[src/port_pkg.sv]
// Constants, register addresses and reset values of the keypad port block
package port_pkg;
  localparam int          NIB_W            = 4;
  localparam int          ADDR_W           = 7;
  // Control register file addresses
  localparam logic [6:0]  ADDR_INT_LEVEL   = 7'h0f;
  localparam logic [6:0]  ADDR_PU_ENABLES  = 7'h17;
  localparam logic [6:0]  ADDR_OD_DIRS     = 7'h26;
  localparam logic [6:0]  ADDR_PP_DIRS     = 7'h27;
  localparam logic [6:0]  ADDR_GROUP_DIRS  = 7'h37;
  localparam logic [6:0]  ADDR_INT_REQ     = 7'h3e;
  // Port data addresses (bank 0 except where noted)
  localparam logic [6:0]  ADDR_PP_DATA     = 7'h6f;
  localparam logic [6:0]  ADDR_KEY_RETURN  = 7'h70;
  localparam logic [6:0]  ADDR_SINGLE_BIT  = 7'h70;  // Bank 1
  localparam logic [6:0]  ADDR_OD_DATA     = 7'h71;
  localparam logic [6:0]  ADDR_GROUP1_DATA = 7'h72;
  localparam logic [6:0]  ADDR_GROUP2_DATA = 7'h73;
  localparam logic        BANK_SINGLE_BIT  = 1'b1;
  // Field positions
  localparam int          INT_BIT          = 0;
  localparam int          GROUP1_DIR_BIT   = 2;
  localparam int          GROUP2_DIR_BIT   = 3;
  // Reset values
  localparam logic [3:0]  NIB_ZERO         = 4'h0;
  localparam logic [3:0]  NIB_ONES         = 4'hf;
  localparam logic [3:0]  GROUP_DIRS_RST   = 4'hc;
  localparam logic [3:0]  OD_DIRS_RST      = 4'h0;
  localparam logic [3:0]  PP_DIRS_RST      = 4'h0;
  localparam logic [3:0]  PU_ENABLES_RST   = 4'h0;
  localparam logic        SINGLE_LATCH_RST = 1'b1;
endpackage : port_pkg

[src/int_pin_if.sv]
// Interface between port top and interrupt pin edge detector
`timescale 1ns/1ns
interface int_pin_if;
  logic level;
  logic edge_seen;
  modport detector (output level, output edge_seen);
  modport owner    (input level, input edge_seen);
endinterface : int_pin_if

[src/int_edge_detect.sv]
// Synchroniser and both-edge detector for the external interrupt pin
`timescale 1ns/1ns
module int_edge_detect
  import port_pkg::*;
(
  input  wire logic  clock,
  input  wire logic  rst_n,
  input  wire logic  clk_en,
  input  wire logic  int_pin,
  int_pin_if.detector det
);
  logic [2:0] sync_reg;
  logic [2:0] sync_next;

  always_comb begin
    sync_next = sync_reg;
    if (clk_en) begin
      sync_next = {sync_reg[1:0], int_pin};
    end
  end

  // Pin reads low until the chain fills; a pin high out of reset is reported as a rising edge
  always_ff @(posedge clock) begin
    if (!rst_n) begin
      sync_reg <= 3'h0;
    end else begin
      sync_reg <= sync_next;
    end
  end

  // Stage 0 is only read by stage 1
  assign det.level     = sync_reg[1];
  assign det.edge_seen = clk_en & (sync_reg[1] ^ sync_reg[2]);
endmodule : int_edge_detect

[src/keypad_port.sv]
// Keypad nibble ports, pull-up control and external interrupt flag
`timescale 1ns/1ns
module keypad_port
  import port_pkg::*;
(
  input  wire logic        clock,
  input  wire logic        rst_n,
  input  wire logic        clk_en,
  // Register file access (peek/poke and port registers)
  input  wire logic [6:0]  rf_addr,
  input  wire logic        rf_bank,
  input  wire logic        rf_wr,
  input  wire logic [3:0]  rf_wdata,
  output logic      [3:0]  rf_rdata,
  // Pins
  input  wire logic [3:0]  key_return_in,
  input  wire logic [3:0]  od_in,
  output logic      [3:0]  od_out,
  output logic      [3:0]  od_oe,
  output logic      [3:0]  od_pullup,
  input  wire logic [3:0]  group1_in,
  output logic      [3:0]  group1_out,
  output logic      [3:0]  group1_oe,
  output logic      [3:0]  group1_pullup,
  input  wire logic [3:0]  group2_in,
  output logic      [3:0]  group2_out,
  output logic      [3:0]  group2_oe,
  output logic      [3:0]  group2_pullup,
  input  wire logic [3:0]  pp_in,
  output logic      [3:0]  pp_out,
  output logic      [3:0]  pp_oe,
  output logic      [3:0]  pp_pullup,
  input  wire logic        single_in,
  output logic             single_out,
  output logic             single_oe,
  input  wire logic        single_is_output,
  input  wire logic        int_pin,
  output logic             int_request
);
  int_pin_if ipin ();

  int_edge_detect u_int (
    .clock   (clock),
    .rst_n   (rst_n),
    .clk_en  (clk_en),
    .int_pin (int_pin),
    .det     (ipin.detector)
  );

  // Two-stage synchronisers for every port input
  logic [3:0] kr_s0_reg, kr_s1_reg, od_s0_reg, od_s1_reg;
  logic [3:0] g1_s0_reg, g1_s1_reg, g2_s0_reg, g2_s1_reg;
  logic [3:0] pp_s0_reg, pp_s1_reg;
  logic       sb_s0_reg, sb_s1_reg, mode_s0_reg, mode_s1_reg;

  always_ff @(posedge clock) begin
    if (!rst_n) begin
      {kr_s0_reg, kr_s1_reg, od_s0_reg, od_s1_reg} <= {4{NIB_ZERO}};
      {g1_s0_reg, g1_s1_reg, g2_s0_reg, g2_s1_reg} <= {4{NIB_ZERO}};
      {pp_s0_reg, pp_s1_reg}                       <= {2{NIB_ZERO}};
      {sb_s0_reg, sb_s1_reg, mode_s0_reg, mode_s1_reg} <= 4'h0;
    end else if (clk_en) begin
      kr_s0_reg   <= key_return_in;
      kr_s1_reg   <= kr_s0_reg;
      od_s0_reg   <= od_in;
      od_s1_reg   <= od_s0_reg;
      g1_s0_reg   <= group1_in;
      g1_s1_reg   <= g1_s0_reg;
      g2_s0_reg   <= group2_in;
      g2_s1_reg   <= g2_s0_reg;
      pp_s0_reg   <= pp_in;
      pp_s1_reg   <= pp_s0_reg;
      sb_s0_reg   <= single_in;
      sb_s1_reg   <= sb_s0_reg;
      mode_s0_reg <= single_is_output;
      mode_s1_reg <= mode_s0_reg;
    end
  end

  // Control and latch state
  logic [3:0] od_latch_reg, od_latch_next, od_dir_reg, od_dir_next;
  logic [3:0] g1_latch_reg, g1_latch_next, g2_latch_reg, g2_latch_next;
  logic [3:0] group_dir_reg, group_dir_next;
  logic [3:0] pp_latch_reg, pp_latch_next, pp_dir_reg, pp_dir_next;
  logic [3:0] pu_en_reg, pu_en_next;
  logic       sb_latch_reg, sb_latch_next;
  logic       irq_reg, irq_next;

  function automatic logic hit(input logic [6:0] a, input logic b,
                               input logic [6:0] want, input logic want_bank);
    hit = (a == want) && (b == want_bank);
  endfunction : hit

  // Pin value where input, latch where output
  function automatic logic [3:0] port_read(input logic [3:0] dir,
                                           input logic [3:0] latch,
                                           input logic [3:0] pin);
    port_read = (dir & latch) | (~dir & pin);
  endfunction : port_read

  always_comb begin
    od_latch_next  = od_latch_reg;
    od_dir_next    = od_dir_reg;
    g1_latch_next  = g1_latch_reg;
    g2_latch_next  = g2_latch_reg;
    group_dir_next = group_dir_reg;
    pp_latch_next  = pp_latch_reg;
    pp_dir_next    = pp_dir_reg;
    pu_en_next     = pu_en_reg;
    sb_latch_next  = sb_latch_reg;
    irq_next       = irq_reg;
    if (clk_en && rf_wr) begin
      // Latches take writes whatever the direction
      if (hit(rf_addr, rf_bank, ADDR_OD_DATA, 1'b0)) od_latch_next = rf_wdata;
      if (hit(rf_addr, rf_bank, ADDR_GROUP1_DATA, 1'b0)) g1_latch_next = rf_wdata;
      if (hit(rf_addr, rf_bank, ADDR_GROUP2_DATA, 1'b0)) g2_latch_next = rf_wdata;
      if (hit(rf_addr, rf_bank, ADDR_PP_DATA, 1'b0)) pp_latch_next = rf_wdata;
      if (hit(rf_addr, rf_bank, ADDR_SINGLE_BIT, BANK_SINGLE_BIT)) begin
        sb_latch_next = rf_wdata[0];
      end
      if (hit(rf_addr, rf_bank, ADDR_OD_DIRS, 1'b0)) od_dir_next = rf_wdata;
      if (hit(rf_addr, rf_bank, ADDR_PP_DIRS, 1'b0)) pp_dir_next = rf_wdata;
      if (hit(rf_addr, rf_bank, ADDR_GROUP_DIRS, 1'b0)) group_dir_next = rf_wdata;
      if (hit(rf_addr, rf_bank, ADDR_PU_ENABLES, 1'b0)) pu_en_next = rf_wdata;
      if (hit(rf_addr, rf_bank, ADDR_INT_REQ, 1'b0)) irq_next = rf_wdata[INT_BIT];
    end
    // Edge wins over a software clear in the same cycle
    if (ipin.edge_seen) irq_next = 1'b1;
  end

  always_ff @(posedge clock) begin
    if (!rst_n) begin
      od_latch_reg  <= NIB_ZERO;
      od_dir_reg    <= OD_DIRS_RST;
      g1_latch_reg  <= NIB_ZERO;
      g2_latch_reg  <= NIB_ZERO;
      group_dir_reg <= GROUP_DIRS_RST;
      pp_latch_reg  <= NIB_ZERO;
      pp_dir_reg    <= PP_DIRS_RST;
      pu_en_reg     <= PU_ENABLES_RST;
      sb_latch_reg  <= SINGLE_LATCH_RST;
      irq_reg       <= 1'b0;
    end else begin
      od_latch_reg  <= od_latch_next;
      od_dir_reg    <= od_dir_next;
      g1_latch_reg  <= g1_latch_next;
      g2_latch_reg  <= g2_latch_next;
      group_dir_reg <= group_dir_next;
      pp_latch_reg  <= pp_latch_next;
      pp_dir_reg    <= pp_dir_next;
      pu_en_reg     <= pu_en_next;
      sb_latch_reg  <= sb_latch_next;
      irq_reg       <= irq_next;
    end
  end

  logic [3:0] g1_dir, g2_dir;
  assign g1_dir = {NIB_W{group_dir_reg[GROUP1_DIR_BIT]}};
  assign g2_dir = {NIB_W{group_dir_reg[GROUP2_DIR_BIT]}};

  // Pin drive straight from latch and direction: no gap on switch-over
  always_comb begin
    od_out        = NIB_ZERO;                       // Open drain only pulls low
    od_oe         = od_dir_reg & ~od_latch_reg;
    od_pullup     = ~od_dir_reg;
    group1_out    = NIB_ZERO;
    group1_oe     = g1_dir & ~g1_latch_reg;
    group1_pullup = ~g1_dir;
    group2_out    = NIB_ZERO;
    group2_oe     = g2_dir & ~g2_latch_reg;
    group2_pullup = ~g2_dir;
    pp_out        = pp_latch_reg;
    pp_oe         = pp_dir_reg;
    pp_pullup     = pu_en_reg;          // Stays on in output too
    single_out    = 1'b0;
    single_oe     = mode_s1_reg & ~sb_latch_reg;
  end

  always_comb begin
    rf_rdata = NIB_ZERO;
    if (hit(rf_addr, rf_bank, ADDR_KEY_RETURN, 1'b0)) rf_rdata = kr_s1_reg;
    if (hit(rf_addr, rf_bank, ADDR_OD_DATA, 1'b0)) begin
      rf_rdata = port_read(od_dir_reg, od_latch_reg, od_s1_reg);
    end
    if (hit(rf_addr, rf_bank, ADDR_GROUP1_DATA, 1'b0)) begin
      rf_rdata = port_read(g1_dir, g1_latch_reg, g1_s1_reg);
    end
    if (hit(rf_addr, rf_bank, ADDR_GROUP2_DATA, 1'b0)) begin
      rf_rdata = port_read(g2_dir, g2_latch_reg, g2_s1_reg);
    end
    if (hit(rf_addr, rf_bank, ADDR_PP_DATA, 1'b0)) begin
      rf_rdata = port_read(pp_dir_reg, pp_latch_reg, pp_s1_reg);
    end
    if (hit(rf_addr, rf_bank, ADDR_SINGLE_BIT, BANK_SINGLE_BIT)) begin
      rf_rdata[0] = mode_s1_reg ? sb_latch_reg : sb_s1_reg;
    end
    if (hit(rf_addr, rf_bank, ADDR_OD_DIRS, 1'b0)) rf_rdata = od_dir_reg;
    if (hit(rf_addr, rf_bank, ADDR_PP_DIRS, 1'b0)) rf_rdata = pp_dir_reg;
    if (hit(rf_addr, rf_bank, ADDR_GROUP_DIRS, 1'b0)) rf_rdata = group_dir_reg;
    if (hit(rf_addr, rf_bank, ADDR_PU_ENABLES, 1'b0)) rf_rdata = pu_en_reg;
    if (hit(rf_addr, rf_bank, ADDR_INT_REQ, 1'b0)) rf_rdata[INT_BIT] = irq_reg;
    if (hit(rf_addr, rf_bank, ADDR_INT_LEVEL, 1'b0)) rf_rdata[INT_BIT] = ipin.level;
  end

  assign int_request = irq_reg;
endmodule : keypad_port

[config.mk]
export PLATFORM = sky130hd
export DESIGN_NAME = keypad_port
export DESIGN_NICKNAME = d
export VERILOG_FILES = /design/src/port_pkg.sv /design/src/int_pin_if.sv /design/src/int_edge_detect.sv /design/src/keypad_port.sv
export SDC_FILE = /design/constraint.sdc
export NUM_CORES = 1
export LEC_CHECK = 0
export ABC_AREA = 1
export CAP_MARGIN = 20
export CORE_UTILIZATION = 40
export DETAILED_ROUTE_END_ITERATION = 10
export DONT_BUFFER_PORTS = 1
export GPL_TIMING_DRIVEN = 0
export MAX_ROUTING_LAYER = met4
export PLACE_DENSITY = 0.63
export RECOVER_POWER = 100
export SLEW_MARGIN = 0
export SYNTH_ARGS = -nofsm -noshare
export SYNTH_HDL_FRONTEND = slang
export SYNTH_HIERARCHICAL = 1
export SYNTH_SLANG_ARGS = --single-unit
[constraint.sdc]
create_clock -name clock -period 1.51 [get_ports clock]
set_input_delay 0.0755 -clock clock [delete_from_list [all_inputs] [get_ports clock]]
set_output_delay 0.0755 -clock clock [all_outputs]
set_load 0.03 [all_outputs]
Word level (Yosys, flattened, before mapping)
Index checks and enable logic that the tools add are counted.
{"block": "classes", "n_eq_ne": 11, "muxes": 16, "n_bitwise": 27, "reduce_logical": 25}
{"cell": "AND 4 bit", "count": 11}
{"cell": "two-way mux 4 bit", "count": 9}
{"cell": "== test 7 bit (second input constant)", "count": 5}
{"cell": "== test 7 x 6 -> 1 bit (second input constant)", "count": 4}
{"cell": "inverter 4 bit", "count": 7}
{"cell": "AND reduction 2 bit", "count": 10}
{"cell": "OR 4 bit", "count": 4}
{"cell": "logical AND 1 bit", "count": 13}
{"cell": "== test 7 x 4 -> 1 bit (second input constant)", "count": 1}
{"cell": "== test 7 x 5 -> 1 bit (second input constant)", "count": 1}
{"cell": "two-way mux 1 bit", "count": 7}
{"cell": "nonzero test 2 bit", "count": 2}
{"cell": "AND 1 bit", "count": 2}
{"cell": "inverter 1 bit", "count": 2}
{"cell": "bitwise XOR 1 bit", "count": 1}
{"block": "totals", "ff_bits": 81, "input_bits": 39, "out_inout_bits": 55, "word_cells": 104}

Depth between registers and ports, before layout
Gate-level depths: netlist of run 1.
{"block": "depth", "ltp_word": 14, "depth_mapped": 12, "ltp_nobuf": 12}

Modules after synthesis
Netlist of run 1, hierarchy kept.
{"module": "keypad_port", "instances": 1, "cells_each": 523, "area_per_inst_um2": 3647.2, "seq_area_each_um2": 1561.5}
{"module": "int_edge_detect", "instances": 1, "cells_each": 22, "area_per_inst_um2": 131.4, "seq_area_each_um2": 60.1}

Least setup slack after synthesis of run 1
Ideal clock, no wire load.
{"block": "synth_timing", "path_type": "register -> output", "startpoint": "register group_dir_reg[2]", "endpoint": "output port rf_rdata[2]", "arrival_ps": 1777, "t_required_ps": 1434, "path_slack_ps": -343, "path_stages_with_launch": 8, "n_path_buf": 0, "cell_sequence": "dfxtp_1 -> inv_1 -> nor2_1 -> nor3_1 -> nor3_1 -> nand4_1 -> o21ai_1 -> nand2_1"}
{"block": "synth_between", "elab_chain_len": 10, "word_cells_on_any_way": 11, "classes_between": "mux (7); bitwise (4)"}
{"element": "start, declared", "line": "keypad_port.sv:83", "source": "logic [3:0] group_dir_reg, group_dir_next;"}
{"element": "start signal, assigned", "line": "keypad_port.sv:148", "source": "group_dir_reg <= group_dir_next;"}
{"element": "inverter 4 bit", "line": "keypad_port.sv:98", "source": "port_read = (dir & latch) | (~dir & pin);"}
{"element": "AND 4 bit", "line": "keypad_port.sv:98"}
{"element": "OR 4 bit", "line": "keypad_port.sv:98"}
{"element": "two-way mux 4 bit", "line": "keypad_port.sv:185", "source": "if (hit(rf_addr, rf_bank, ADDR_GROUP1_DATA, 1'b0)) begin"}
{"element": "two-way mux 4 bit", "line": "keypad_port.sv:188", "source": "if (hit(rf_addr, rf_bank, ADDR_GROUP2_DATA, 1'b0)) begin"}
{"element": "two-way mux 4 bit", "line": "keypad_port.sv:191", "source": "if (hit(rf_addr, rf_bank, ADDR_PP_DATA, 1'b0)) begin"}
{"element": "two-way mux 4 bit", "line": "keypad_port.sv:197", "source": "if (hit(rf_addr, rf_bank, ADDR_OD_DIRS, 1'b0)) rf_rdata = od_dir_reg;"}
{"element": "two-way mux 4 bit", "line": "keypad_port.sv:198", "source": "if (hit(rf_addr, rf_bank, ADDR_PP_DIRS, 1'b0)) rf_rdata = pp_dir_reg;"}
{"element": "two-way mux 4 bit *", "line": "keypad_port.sv:199", "source": "if (hit(rf_addr, rf_bank, ADDR_GROUP_DIRS, 1'b0)) rf_rdata = group_dir_reg;"}
{"element": "two-way mux 4 bit *", "line": "keypad_port.sv:200", "source": "if (hit(rf_addr, rf_bank, ADDR_PU_ENABLES, 1'b0)) rf_rdata = pu_en_reg;"}
{"element": "end, declared", "line": "keypad_port.sv:14", "source": "output logic [3:0] rf_rdata,"}
Every way passes the cells marked *; elsewhere a longest branch is shown, timed or not.

Worst setup path after layout of run 1
{"block": "layout_timing", "startpoint": "register group_dir_reg[3]", "endpoint": "output port rf_rdata[1]"}
{"block": "layout_between", "elab_chain_len": 9, "word_cells_on_any_way": 10, "classes_between": "mux (6); bitwise (4)"}
{"element": "inverter 4 bit", "line": "keypad_port.sv:98"}
{"element": "AND 4 bit", "line": "keypad_port.sv:98"}
{"element": "OR 4 bit *", "line": "keypad_port.sv:98"}
{"element": "two-way mux 4 bit *", "line": "keypad_port.sv:188"}
{"element": "two-way mux 4 bit *", "line": "keypad_port.sv:191"}
{"element": "two-way mux 4 bit *", "line": "keypad_port.sv:197"}
{"element": "two-way mux 4 bit *", "line": "keypad_port.sv:198"}
{"element": "two-way mux 4 bit *", "line": "keypad_port.sv:199"}
{"element": "two-way mux 4 bit *", "line": "keypad_port.sv:200"}
Marked as above.

==> flow_metrics.tcl, run 1 <==
set metrics [dict create \
    outcome "finished, violations left" \
    violations "negative setup slack" \
    fillers 933 \
    finalSetupViolCount 10 \
    stdcell_area_mm2 0.004632 \
    drt_pass1_iterations 5 \
    avgViaCountPerCell 5.129 \
    ys_seq_area_frac 0.4291 \
    wl_per_cell_um 14.93 \
    cts_max_level 3 \
    cpMostUsedCell "nor3_2" \
    place.gp.congestion 0.8864 \
    synth-compound-area-share 0.1507 \
    nets 637 \
    max-slew-margin-rel 0.6233 \
    yosysWarnings 6 \
    min_path_cells 4 \
    dpl_cell_area_mm2 0.004068 \
    synth_top_family_by_area "simple AND/OR/NAND/NOR gates" \
    antennaDiodeCount 0 \
    cp-start-kind "flop" \
    timing.final.max_slew_violations 0 \
    critPathTopFamily "simple AND/OR/NAND/NOR gates" \
    yosys.area_share.simple 0.3136 \
    grt_pass1_vias 3353 \
    cts_buffers 9 \
    power_density_mw_per_mm2 963.9 \
    vias 3662 \
    fin_ws_ps -675.9 \
    yosysTopAreaCellShare 0.4291 \
    finalNonFillerCells 714 \
    insertion_delay_ps 360 \
    die_area_mm2 0.009840 \
    ir_drop_mv 0.4899 \
    fin_crit_sh 1.448 \
    rrSetupSlack_ps 240 \
    crit_slowest_cell "dfxtp_1" \
    post-route-util 0.5037 \
    cp-end-kind "primary output" \
    fp.coreArea_mm2 0.009196 \
    grt_usage 0.2320 \
    min_from "rf_addr[6]" \
    synthCells 545 \
    synth_xor_xnor_area_share 0 \
    tightest_slew_ps 565.0 \
    synth-edff-count 0 \
    worstPathCellList "clkinvlp_4, nor2_4, nor3_2, nor3_2, nand4_1, o21ai_2, nand2_2" \
    leakage_nw 1.871 \
    synth.area.top_cells "dfxtp_1 43%, nor2_1 15%, o21ai_0 7.7%" \
    drt_iter0_markers 302 \
    synthTopCellsByCount "147 x nor2_1, 81 x dfxtp_1, 72 x nand2_1" \
    syn_area_per_cell_um2 6.933 \
    cts_buffer_depth 2 \
    antenna_found_initial 0 \
    ys_ff_latch 81 \
    cts_tree "done" \
    dp_hpwl_um 7782 \
    io_buffers 0 \
    place_inst 668 \
    synth.most_common_cell "nor2_1" \
    setup_tns_ps -2841 \
    worst_hold_path_type "input port to flop" \
    fmax_mhz 457.5 \
    areaGrowthSynthToFinish_pct 22.58 \
    hold_viol 0 \
    die_x_um 99.20 \
    cpPeakStageDelay_ps 390 \
    path_clk_slew_ps 80 \
    ys_types 31 \
    r2r_end "group_dir_reg[3]$_SDFFE_PN1P_" \
    clkSinkCount 81 \
    path_buf_inv 1 \
    pin_count 94 \
    grt_pass1_wl_um 16940 \
    rr_worst_depth 3 \
    clock-root-buffer "clkbuf_8" \
    reg2reg_from "group_dir_reg[3]$_SDFFE_PN1P_" \
    worst-setup-path-type "flop to primary output" \
    die_height_um 99.20 \
    worstPathMaxFanout 6 \
    rows 35 \
    worstPathRequired_ps 1430 \
    drtAntennaViolNets 0 \
    grt_setup_unrepaired "yes" \
    drive_gt1_frac 0.1426 \
    post-route-min-period_ps 2186 \
    synth_mux_area_frac 0 \
    start_util 0.4109 \
    max-cap-violations 0 \
    post_synth_fa_ha_maj_area_fraction 0 \
    syn_area_mm2 0.003779 \
    overflow 0 \
    yosysTopAreaCell "dfxtp_1" \
    worst_clock_skew_ps 7.065 \
    grt_max_degree 14 \
    synth-main-ff-cell "dfxtp_1" \
    finalPower_mw 4.465 \
    min_delay_worst_endpoint "g2_latch_reg[1]$_SDFFE_PN0P_" \
    async_reset_ff_frac 0 \
    cp.arrival_ps 2110 \
    drcViolationCount 0 \
    drt_wl_total_um 10660 \
]
## worst register-to-register path: cells and delay by family (launching register included)
family,cells,cell delay (ps)
AO/OA/AOI/OAI,1,210
buffers and inverters,2,600
flip-flops,1,390
## cell type report
| cell class | instances | area [um^2] | area share |
|---|---|---|---|
| repair inverters | 1 | 5.005 | 0.001080 |
| repair buffers | 29 | 281.5 | 0.06078 |
| plain buffers | 42 | 232.7 | 0.05024 |
| flip-flops and latches | 81 | 1625 | 0.3509 |
| well taps | 111 | 138.9 | 0.02998 |
| clock inverters | 5 | 78.83 | 0.01702 |
| inverters | 44 | 172.7 | 0.03728 |
| clock buffers | 11 | 141.4 | 0.03052 |
| multi-input cells | 390 | 1956 | 0.4222 |
## worst max path at each step
stage	start	endpoint	slack (ps)	cells past startpoint
floorplan	group_dir_reg[3]$_SDFFE_PN1P_	rf_rdata[0]	-80	9
global placement	group_dir_reg[2]$_SDFFE_PN1P_	rf_rdata[1]	-520	7
detailed placement	group_dir_reg[2]$_SDFFE_PN1P_	rf_rdata[1]	-510	7
CTS	group_dir_reg[2]$_SDFFE_PN1P_	rf_rdata[1]	-720	7
global route	group_dir_reg[2]$_SDFFE_PN1P_	rf_rdata[1]	-770	7
finish	group_dir_reg[3]$_SDFFE_PN1P_	rf_rdata[1]	-680	7
## placed cells by master (no fill, tap or decap), types with 8 or more instances in the layout
cell type        n
nand2_1         69
dfxtp_1         80
dlygate4sd3_1   27
nor2_1         134
nor3_2           8
buf_4           20
nor2_4          12
nand3_1         22
conb_1          13
clkbuf_1        22
o21ai_0         58
inv_1           37
a21oi_1         28
clkbuf_8        10
a211oi_1         8
## per-stage QoR
stage / hold WS, ps / setup slack [ps]
floorplan: 195.9 / -78.93
global placement: 199.0 / -520.8
detailed placement: 201.9 / -507.1
CTS: 38.49 / -722.6
global route: 65.82 / -774.8
finish: 55.82 / -675.9
## metal layers
metal / global-route usage / part of all wire
met1: 0.2806 / 0.44
met2: 0.3744 / 0.47
met3: 0.06395 / 0.074
met4: 0.07805 / 0.016
met5: - / 0
## power by group
part	internal (mW)	leakage (nW)	switching, mW	total, mW
logic	0.159	1.09	0.273	0.432
registers	2.22	0.664	0.0543	2.27
clock network	0.974	0.113	0.784	1.76
## cells by family (layout without fill, tap and decap cells)
group           Yosys count  after routing
compound gates          106            106
simple gates            271            271
flops                    81             81
other cells               1             13
buf+inv                  86            132
## timing repair
action	in CTS	in global routing
endpoints found under the setup margin	17	14
hold buffers	27	0
resized for setup	12	3
endpoints found under the hold margin	31	0
setup buffers	2	0
pin swaps	8	6
cloned	1	0
(Power assumes the default switching activity.)
==> inputs of run 2 (changes only) <==
- SETUP_SLACK_MARGIN: default -> 0.5
==> run 2 against run 1 <==
- largest cell class unchanged
- utilization grew 1.9 points
- the flow still finishes with violations (negative setup slack)
- final area increased by 3.9%
- final cell count up 1.1%
- non-clock buffer count up 8
- fmax up 0.65%
- register-to-register slack gained 70 ps
- sequential power about the same
- die area stayed put
- sequential share of layout area down 0.89 points
- count of clock-buffer cells in the layout increased by 2
- via count grew 1.2%
- power down 1.6%
==> flow_metrics.tcl, run 2 (synthesized netlist as in run 1, its figures left out) <==
set metrics [dict create \
    dpl_cell_area_mm2 0.004115 \
    fin_crit_sh 1.438 \
    die_area_mm2 0.009840 \
    cp.arrival_ps 2100 \
    whs_ps 42.60 \
    nets 645 \
    clock-root-buffer "clkbuf_8" \
    finalNonFillerCells 722 \
    insertion_delay_ps 350 \
    drcViolationCount 0 \
    antenna_found_initial 0 \
    min_delay_worst_endpoint "g2_latch_reg[3]$_SDFFE_PN0P_" \
    outcome "finished, violations left" \
    grt_max_degree 14 \
    hold_viol 0 \
    crit_start "od_dir_reg[3]$_SDFFE_PN0P_" \
    rr_worst_depth 2 \
    grt_pass1_wl_um 17190 \
    clkSinkCount 81 \
    rows 35 \
    cp-end-kind "primary output" \
    drtAntennaViolNets 0 \
    worst-setup-path-type "flop to primary output" \
    pwr-share-clk 0.382 \
    cts_buffers 9 \
    stdcell_area_mm2 0.004811 \
    grt_setup_unrepaired "yes" \
    antennaDiodeCount 0 \
    worst_hold_path_type "input port to flop" \
    switching_share 0.2495 \
    post-route-min-period_ps 2172 \
    place.gp.congestion 0.8631 \
    die_x_um 99.20 \
    power_frac_comb 0.101 \
    layout_common_cells "134 x nor2_1, 72 x dfxtp_1, 66 x nand2_1" \
    sequentialPowerShare 0.517 \
    drt_iter0_markers 241 \
    cts_tree "done" \
    fmax_mhz 460.4 \
    layout_commonest_cell "nor2_1" \
    die_height_um 99.20 \
    cp-start-kind "flop" \
    fin_ws_ps -661.8 \
    pin_count 94 \
    cts_buffer_depth 2 \
    worstPathCellList "clkinvlp_2, nor2_4, o21ai_1, nor2_1, nand4_1, nand2_2, nand3_4" \
    grt_pass1_vias 3538 \
    max-slew-margin-rel 0.6296 \
    crit_slowest_cell "clkinvlp_2" \
    worst_clock_skew_ps 9.466 \
    cpPeakStageDelay_ps 400 \
    rrSetupSlack_ps 310 \
    areaGrowthSynthToFinish_pct 27.32 \
    start_util 0.4109 \
    drt_pass1_iterations 5 \
    min_path_cells 4 \
    reg2reg_from "od_dir_reg[3]$_SDFFE_PN0P_" \
    finalSetupViolCount 5 \
    max-cap-violations 0 \
    drive_gt1_frac 0.1833 \
    leakage_nw 1.940 \
    io_buffers 0 \
    path_clk_slew_ps 90 \
    tightest_slew_ps 553.6 \
    wl_per_cell_um 14.98 \
    power_switching_mw 1.096 \
    dp_hpwl_um 7753 \
    power_density_mw_per_mm2 912.9 \
    overflow 0 \
    worstPathRequired_ps 1430 \
    timing.final.max_slew_violations 0 \
    vias 3707 \
    drt_wl_total_um 10820 \
    violations "negative setup slack" \
    p_int_mw 3.296 \
    grt_usage 0.2320 \
    place_inst 668 \
    fp.coreArea_mm2 0.009196 \
    ir_drop_mv 0.5092 \
    avgViaCountPerCell 5.134 \
    cts_max_level 3 \
    r2r_end "od_dir_reg[3]$_SDFFE_PN0P_" \
    min_from "rf_addr[6]" \
    worstPathMaxFanout 3 \
]
==> run 2: cell count changes in the layout (fill, tap and decap cells not counted), sizes merged <==
cell	change
buf	+9
bufinv	-1
clkbuf	+2
clkinv	-1
clkinvlp	+4
dlygate4sd3	-2
dlymetal6s4s	+1
inv	-4
==> run 2: timing repair <==
action	CTS	global route
cloned	1	0
pin swaps	14	9
resized for setup	38	20
hold buffers	26	0
endpoints found under the setup margin	36	52
buffers inserted	6	5
hold endpoints to repair	29	0
==> run 2: metrics by stage <==
stage | worst slack [ps] | setup TNS [ps] | power (mW) | util
finish | -661.8 | -2597 | 4.392 | 0.5231
global route | -789.2 | -4661 | 4.594 | 0.5231
CTS | -669.8 | -2455 | 4.426 | 0.5176
detailed placement | -440.4 | -1435 | 2.703 | 0.4475
global placement | -445.3 | -1430 | 2.696 | 0.4475
floorplan | -78.93 | -223.8 | 2.616 | -
==> run 2: layer usage <==
metal / vias up / share of wire / global-route usage
met2: 121 / 0.47 / 0.3868
met3: 20 / 0.071 / 0.05762
met5: - / 0 / -
li1: 1852 / - / -
met1: 1714 / 0.43 / 0.2738
met4: 0 / 0.020 / 0.07919
==> run 2: power by group through the flow <==
stage / combinational (mW) / sequential [mW] / clock (mW)
4_1_cts: 0.442 / 2.27 / 1.72
2_1_floorplan: 0.312 / 2.30 / 0
5_1_grt: 0.495 / 2.28 / 1.82
3_5_place_dp: 0.380 / 2.32 / 0
3_3_place_gp: 0.376 / 2.32 / 0
6_report: 0.443 / 2.27 / 1.68
==> run 2: area by class of cell <==
class | count | area, um^2
plain buffers | 42 | 240.2
fillers | 915 | 4385
repair inverters | 1 | 5.005
well taps | 111 | 138.9
inverters | 44 | 211.5
multi-input cells | 390 | 1997
flip-flops and latches | 81 | 1645
repair buffers | 37 | 357.8
clock buffers | 13 | 170.2
clock inverters | 3 | 45.04
==> run 2: worst max path at each step <==
| stage | end | slack, ps | depth (start not counted) |
|---|---|---|---|
| after global routing | rf_rdata[0] | -790 | 11 |
| after CTS | rf_rdata[1] | -670 | 7 |
| after global placement | rf_rdata[1] | -450 | 7 |
| final | rf_rdata[3] | -660 | 7 |
| after floorplan | rf_rdata[0] | -80 | 9 |
| after detailed placement | rf_rdata[1] | -440 | 7 |
==> run 2: critical path: cells and delay by family, from the launching register on <==
family,cells,cell delay [ps]
compound gates,1,130
buf+inv,1,400
flops,1,360
simple gates,5,880
==> inputs of run 3 (changes only) <==
--- a/config.mk
+++ b/config.mk
@@ -7,3 +7,2 @@
 export LEC_CHECK = 0
-export ABC_AREA = 1
 export CAP_MARGIN = 20
==> constraint.sdc (replaced) <==
create_clock -name clock -period 1.51 [get_ports clock]
set_input_delay 0.151 -clock clock [delete_from_list [all_inputs] [get_ports clock]]
set_output_delay 0.151 -clock clock [all_outputs]
set_load 0.03 [all_outputs]
==> run 3 against run 2 <==
- the run still ends with negative setup slack left
- combinational power rose by 7.0%
- clock power grew 2%
- wire length fell by 4.1%
- critical path depth shrank 2
- critical endpoint is now rf_rdata[0]
- largest power group unchanged
==> flow_metrics.tcl, run 3 <==
set metrics [dict create \
    worst-setup-path-type "flop to primary output" \
    start_util 0.4127 \
    drt_iter0_markers 111 \
    grt_pass1_vias 2986 \
    fin_crit_sh 1.350 \
    syn_area_per_cell_um2 9.537 \
    whs_ps 35.39 \
    post-route-min-period_ps 2039 \
    pin_count 94 \
    insertion_delay_ps 360 \
    cp.arrival_ps 1890 \
    overflow 0 \
    synth.area.top_cells "dfxtp_1 40%, mux2i_1 23%, nor2b_1 12%" \
    clock-root-buffer "clkbuf_8" \
    cp-start-kind "flop" \
    yosysTopAreaCellShare 0.4039 \
    max-slew-margin-rel 0.4827 \
    drt_wl_total_um 10370 \
    max-cap-violations 0 \
    violations "negative setup slack" \
    worstPathRequired_ps 1360 \
    cts_max_level 3 \
    leakage_nw 2.072 \
    cts_buffer_depth 2 \
    worst_clock_skew_ps 4.872 \
    cts_buffers 9 \
    avgViaCountPerCell 4.940 \
    nets 530 \
    path_buf_inv 0 \
    cts_tree "done" \
    dp_hpwl_um 7435 \
    antenna_found_initial 0 \
    pre_cts_ws_ps -450.5 \
    place.gp.congestion 0.8900 \
    post-route-util 0.5377 \
    grt_usage 0.2124 \
    areaGrowthSynthToFinish_pct 30.29 \
    layout_commonest_cell "mux2i_1" \
    die_x_um 102.2 \
    syn_area_mm2 0.004015 \
    synth-main-ff-cell "dfxtp_1" \
    path_clk_slew_ps 80 \
    die_height_um 102.2 \
    worst_hold_path_type "input port to flop" \
    io_buffers 0 \
    rows 36 \
    ys_types 43 \
    timing.final.max_slew_violations 0 \
    die_area_mm2 0.01044 \
    yosysWarnings 6 \
    vias 3107 \
    worstPathCellList "mux2i_1, or4_1, a21o_1, a31o_4, a21oi_4" \
    critPathTopFamily "compound AO/OA/AOI/OAI gates" \
    cp-end-kind "primary output" \
    cpPeakStageDelay_ps 400 \
    crit_slowest_cell "or4_1" \
    grt_pass1_wl_um 15870 \
    stdcell_area_mm2 0.005231 \
    ys_seq_area_frac 0.4039 \
    layout_common_cells "92 x mux2i_1, 78 x nor2b_1, 71 x dfxtp_1" \
    async_reset_ff_frac 0 \
    grt_setup_unrepaired "yes" \
    fmax_mhz 490.4 \
    tightest_slew_ps 775.9 \
    wl_per_cell_um 16.49 \
    finalSetupViolCount 21 \
    antennaDiodeCount 0 \
    finalPower_mw 4.419 \
    clkSinkCount 81 \
    drtAntennaViolNets 0 \
    outcome "finished, violations left" \
    synthTopCellsByCount "93 x mux2i_1, 81 x dfxtp_1, 79 x nor2b_1" \
    fp.coreArea_mm2 0.009729 \
    power_density_mw_per_mm2 844.6 \
    synthCells 421 \
    ir_drop_mv 0.5017 \
    dpl_cell_area_mm2 0.004543 \
    grt_max_degree 14 \
    fin_ws_ps -529.0 \
    drcViolationCount 0 \
    worstPathMaxFanout 2 \
    synth-edff-count 0 \
    ys_ff_latch 81 \
    fillers 915 \
    drt_pass1_iterations 4 \
    hold_viol 0 \
    yosysTopAreaCell "dfxtp_1" \
    drive_gt1_frac 0.2560 \
    synth.most_common_cell "mux2i_1" \
]
==> run 3: cell count changes in the layout (fill, tap and decap cells not counted), sizes merged, moves of 22 or more <==
cell,delta
a21oi,-25
inv,-32
mux2i,+93
nand2,-64
nand3,-22
nor2,-123
nor2b,+79
o21ai,-53
==> run 3: worst reg2reg max path: stages (launching register included) <==
cell	delay (ps)
dfxtp_2	330
buf_8	110
buf_8	130
buf_6	110
buf_6	100
buf_6	100
clkinvlp_4	80
buf_6	100
o211ai_1	70
==> run 3: final timing paths <==
path                              endpoint  slack, ps  cells past startpoint                          start
max                            rf_rdata[0]       -530                      5       mode_s1_reg$_SDFFE_PN0P_
min               int_request$_SDFFE_PN0P_         40                      2                         clk_en
max reg2reg  group_dir_reg[3]$_SDFFE_PN1P_        240                      8  group_dir_reg[3]$_SDFFE_PN1P_
min reg2reg      sb_latch_reg$_SDFFE_PN1P_        510                      2      sb_latch_reg$_SDFFE_PN1P_
==> run 3: power by group <==
| group | leakage [nW] | internal (mW) | switching (mW) |
|---|---|---|---|
| clock | 0.106 | 0.923 | 0.799 |
| sequential | 0.662 | 2.19 | 0.0353 |
| combinational | 1.30 | 0.229 | 0.245 |
==> run 3: layout make-up <==
cell class,instances,area (um^2),area share
buffer,46,327.8,0.06266
clock buffer,10,127.6,0.02440
tap,133,166.4,0.03181
sequential,81,1644,0.3143
multi-input combinational,297,2381,0.4552
inverter,9,53.80,0.01028
timing repair inverter,2,12.51,0.002392
clock inverter,6,82.58,0.01579
timing repair buffer,45,435.4,0.08323
==> run 3: through the flow <==
stage,TNS (ps),std cells
after floorplan,-2933,433
after global placement,-5663,566
after detailed placement,-5897,566
after CTS,-3588,622
after global routing,-6184,629
final,-4621,629
==> run 3: per-layer routing <==
layer | global-route usage | routed length (um) | up-vias
li1 | - | - | 1543
met1 | 0.2715 | 4787 | 1457
met2 | 0.3196 | 4660 | 90
met3 | 0.05882 | 718 | 17
met4 | 0.07692 | 207 | 0
met5 | - | 0 | -
==> run 3: cell families after synthesis <==
logic type	Yosys count	synth area share
buffers and inverters	55	0.07167
other	1	0.0009340
AND/OR/NAND/NOR	150	0.2169
XOR/XNOR	2	0.004364
flip-flops	81	0.4039
AO/OA/AOI/OAI	35	0.05921
multiplexers	97	0.2431
==> run 3: repair_timing <==
action | CTS | global route
cloned | 2 | 0
pin swaps | 17 | 9
endpoints found under the setup margin | 75 | 61
setup buffers | 13 | 7
hold endpoints to repair | 25 | 0
hold buffers | 25 | 0
resized for setup | 71 | 22
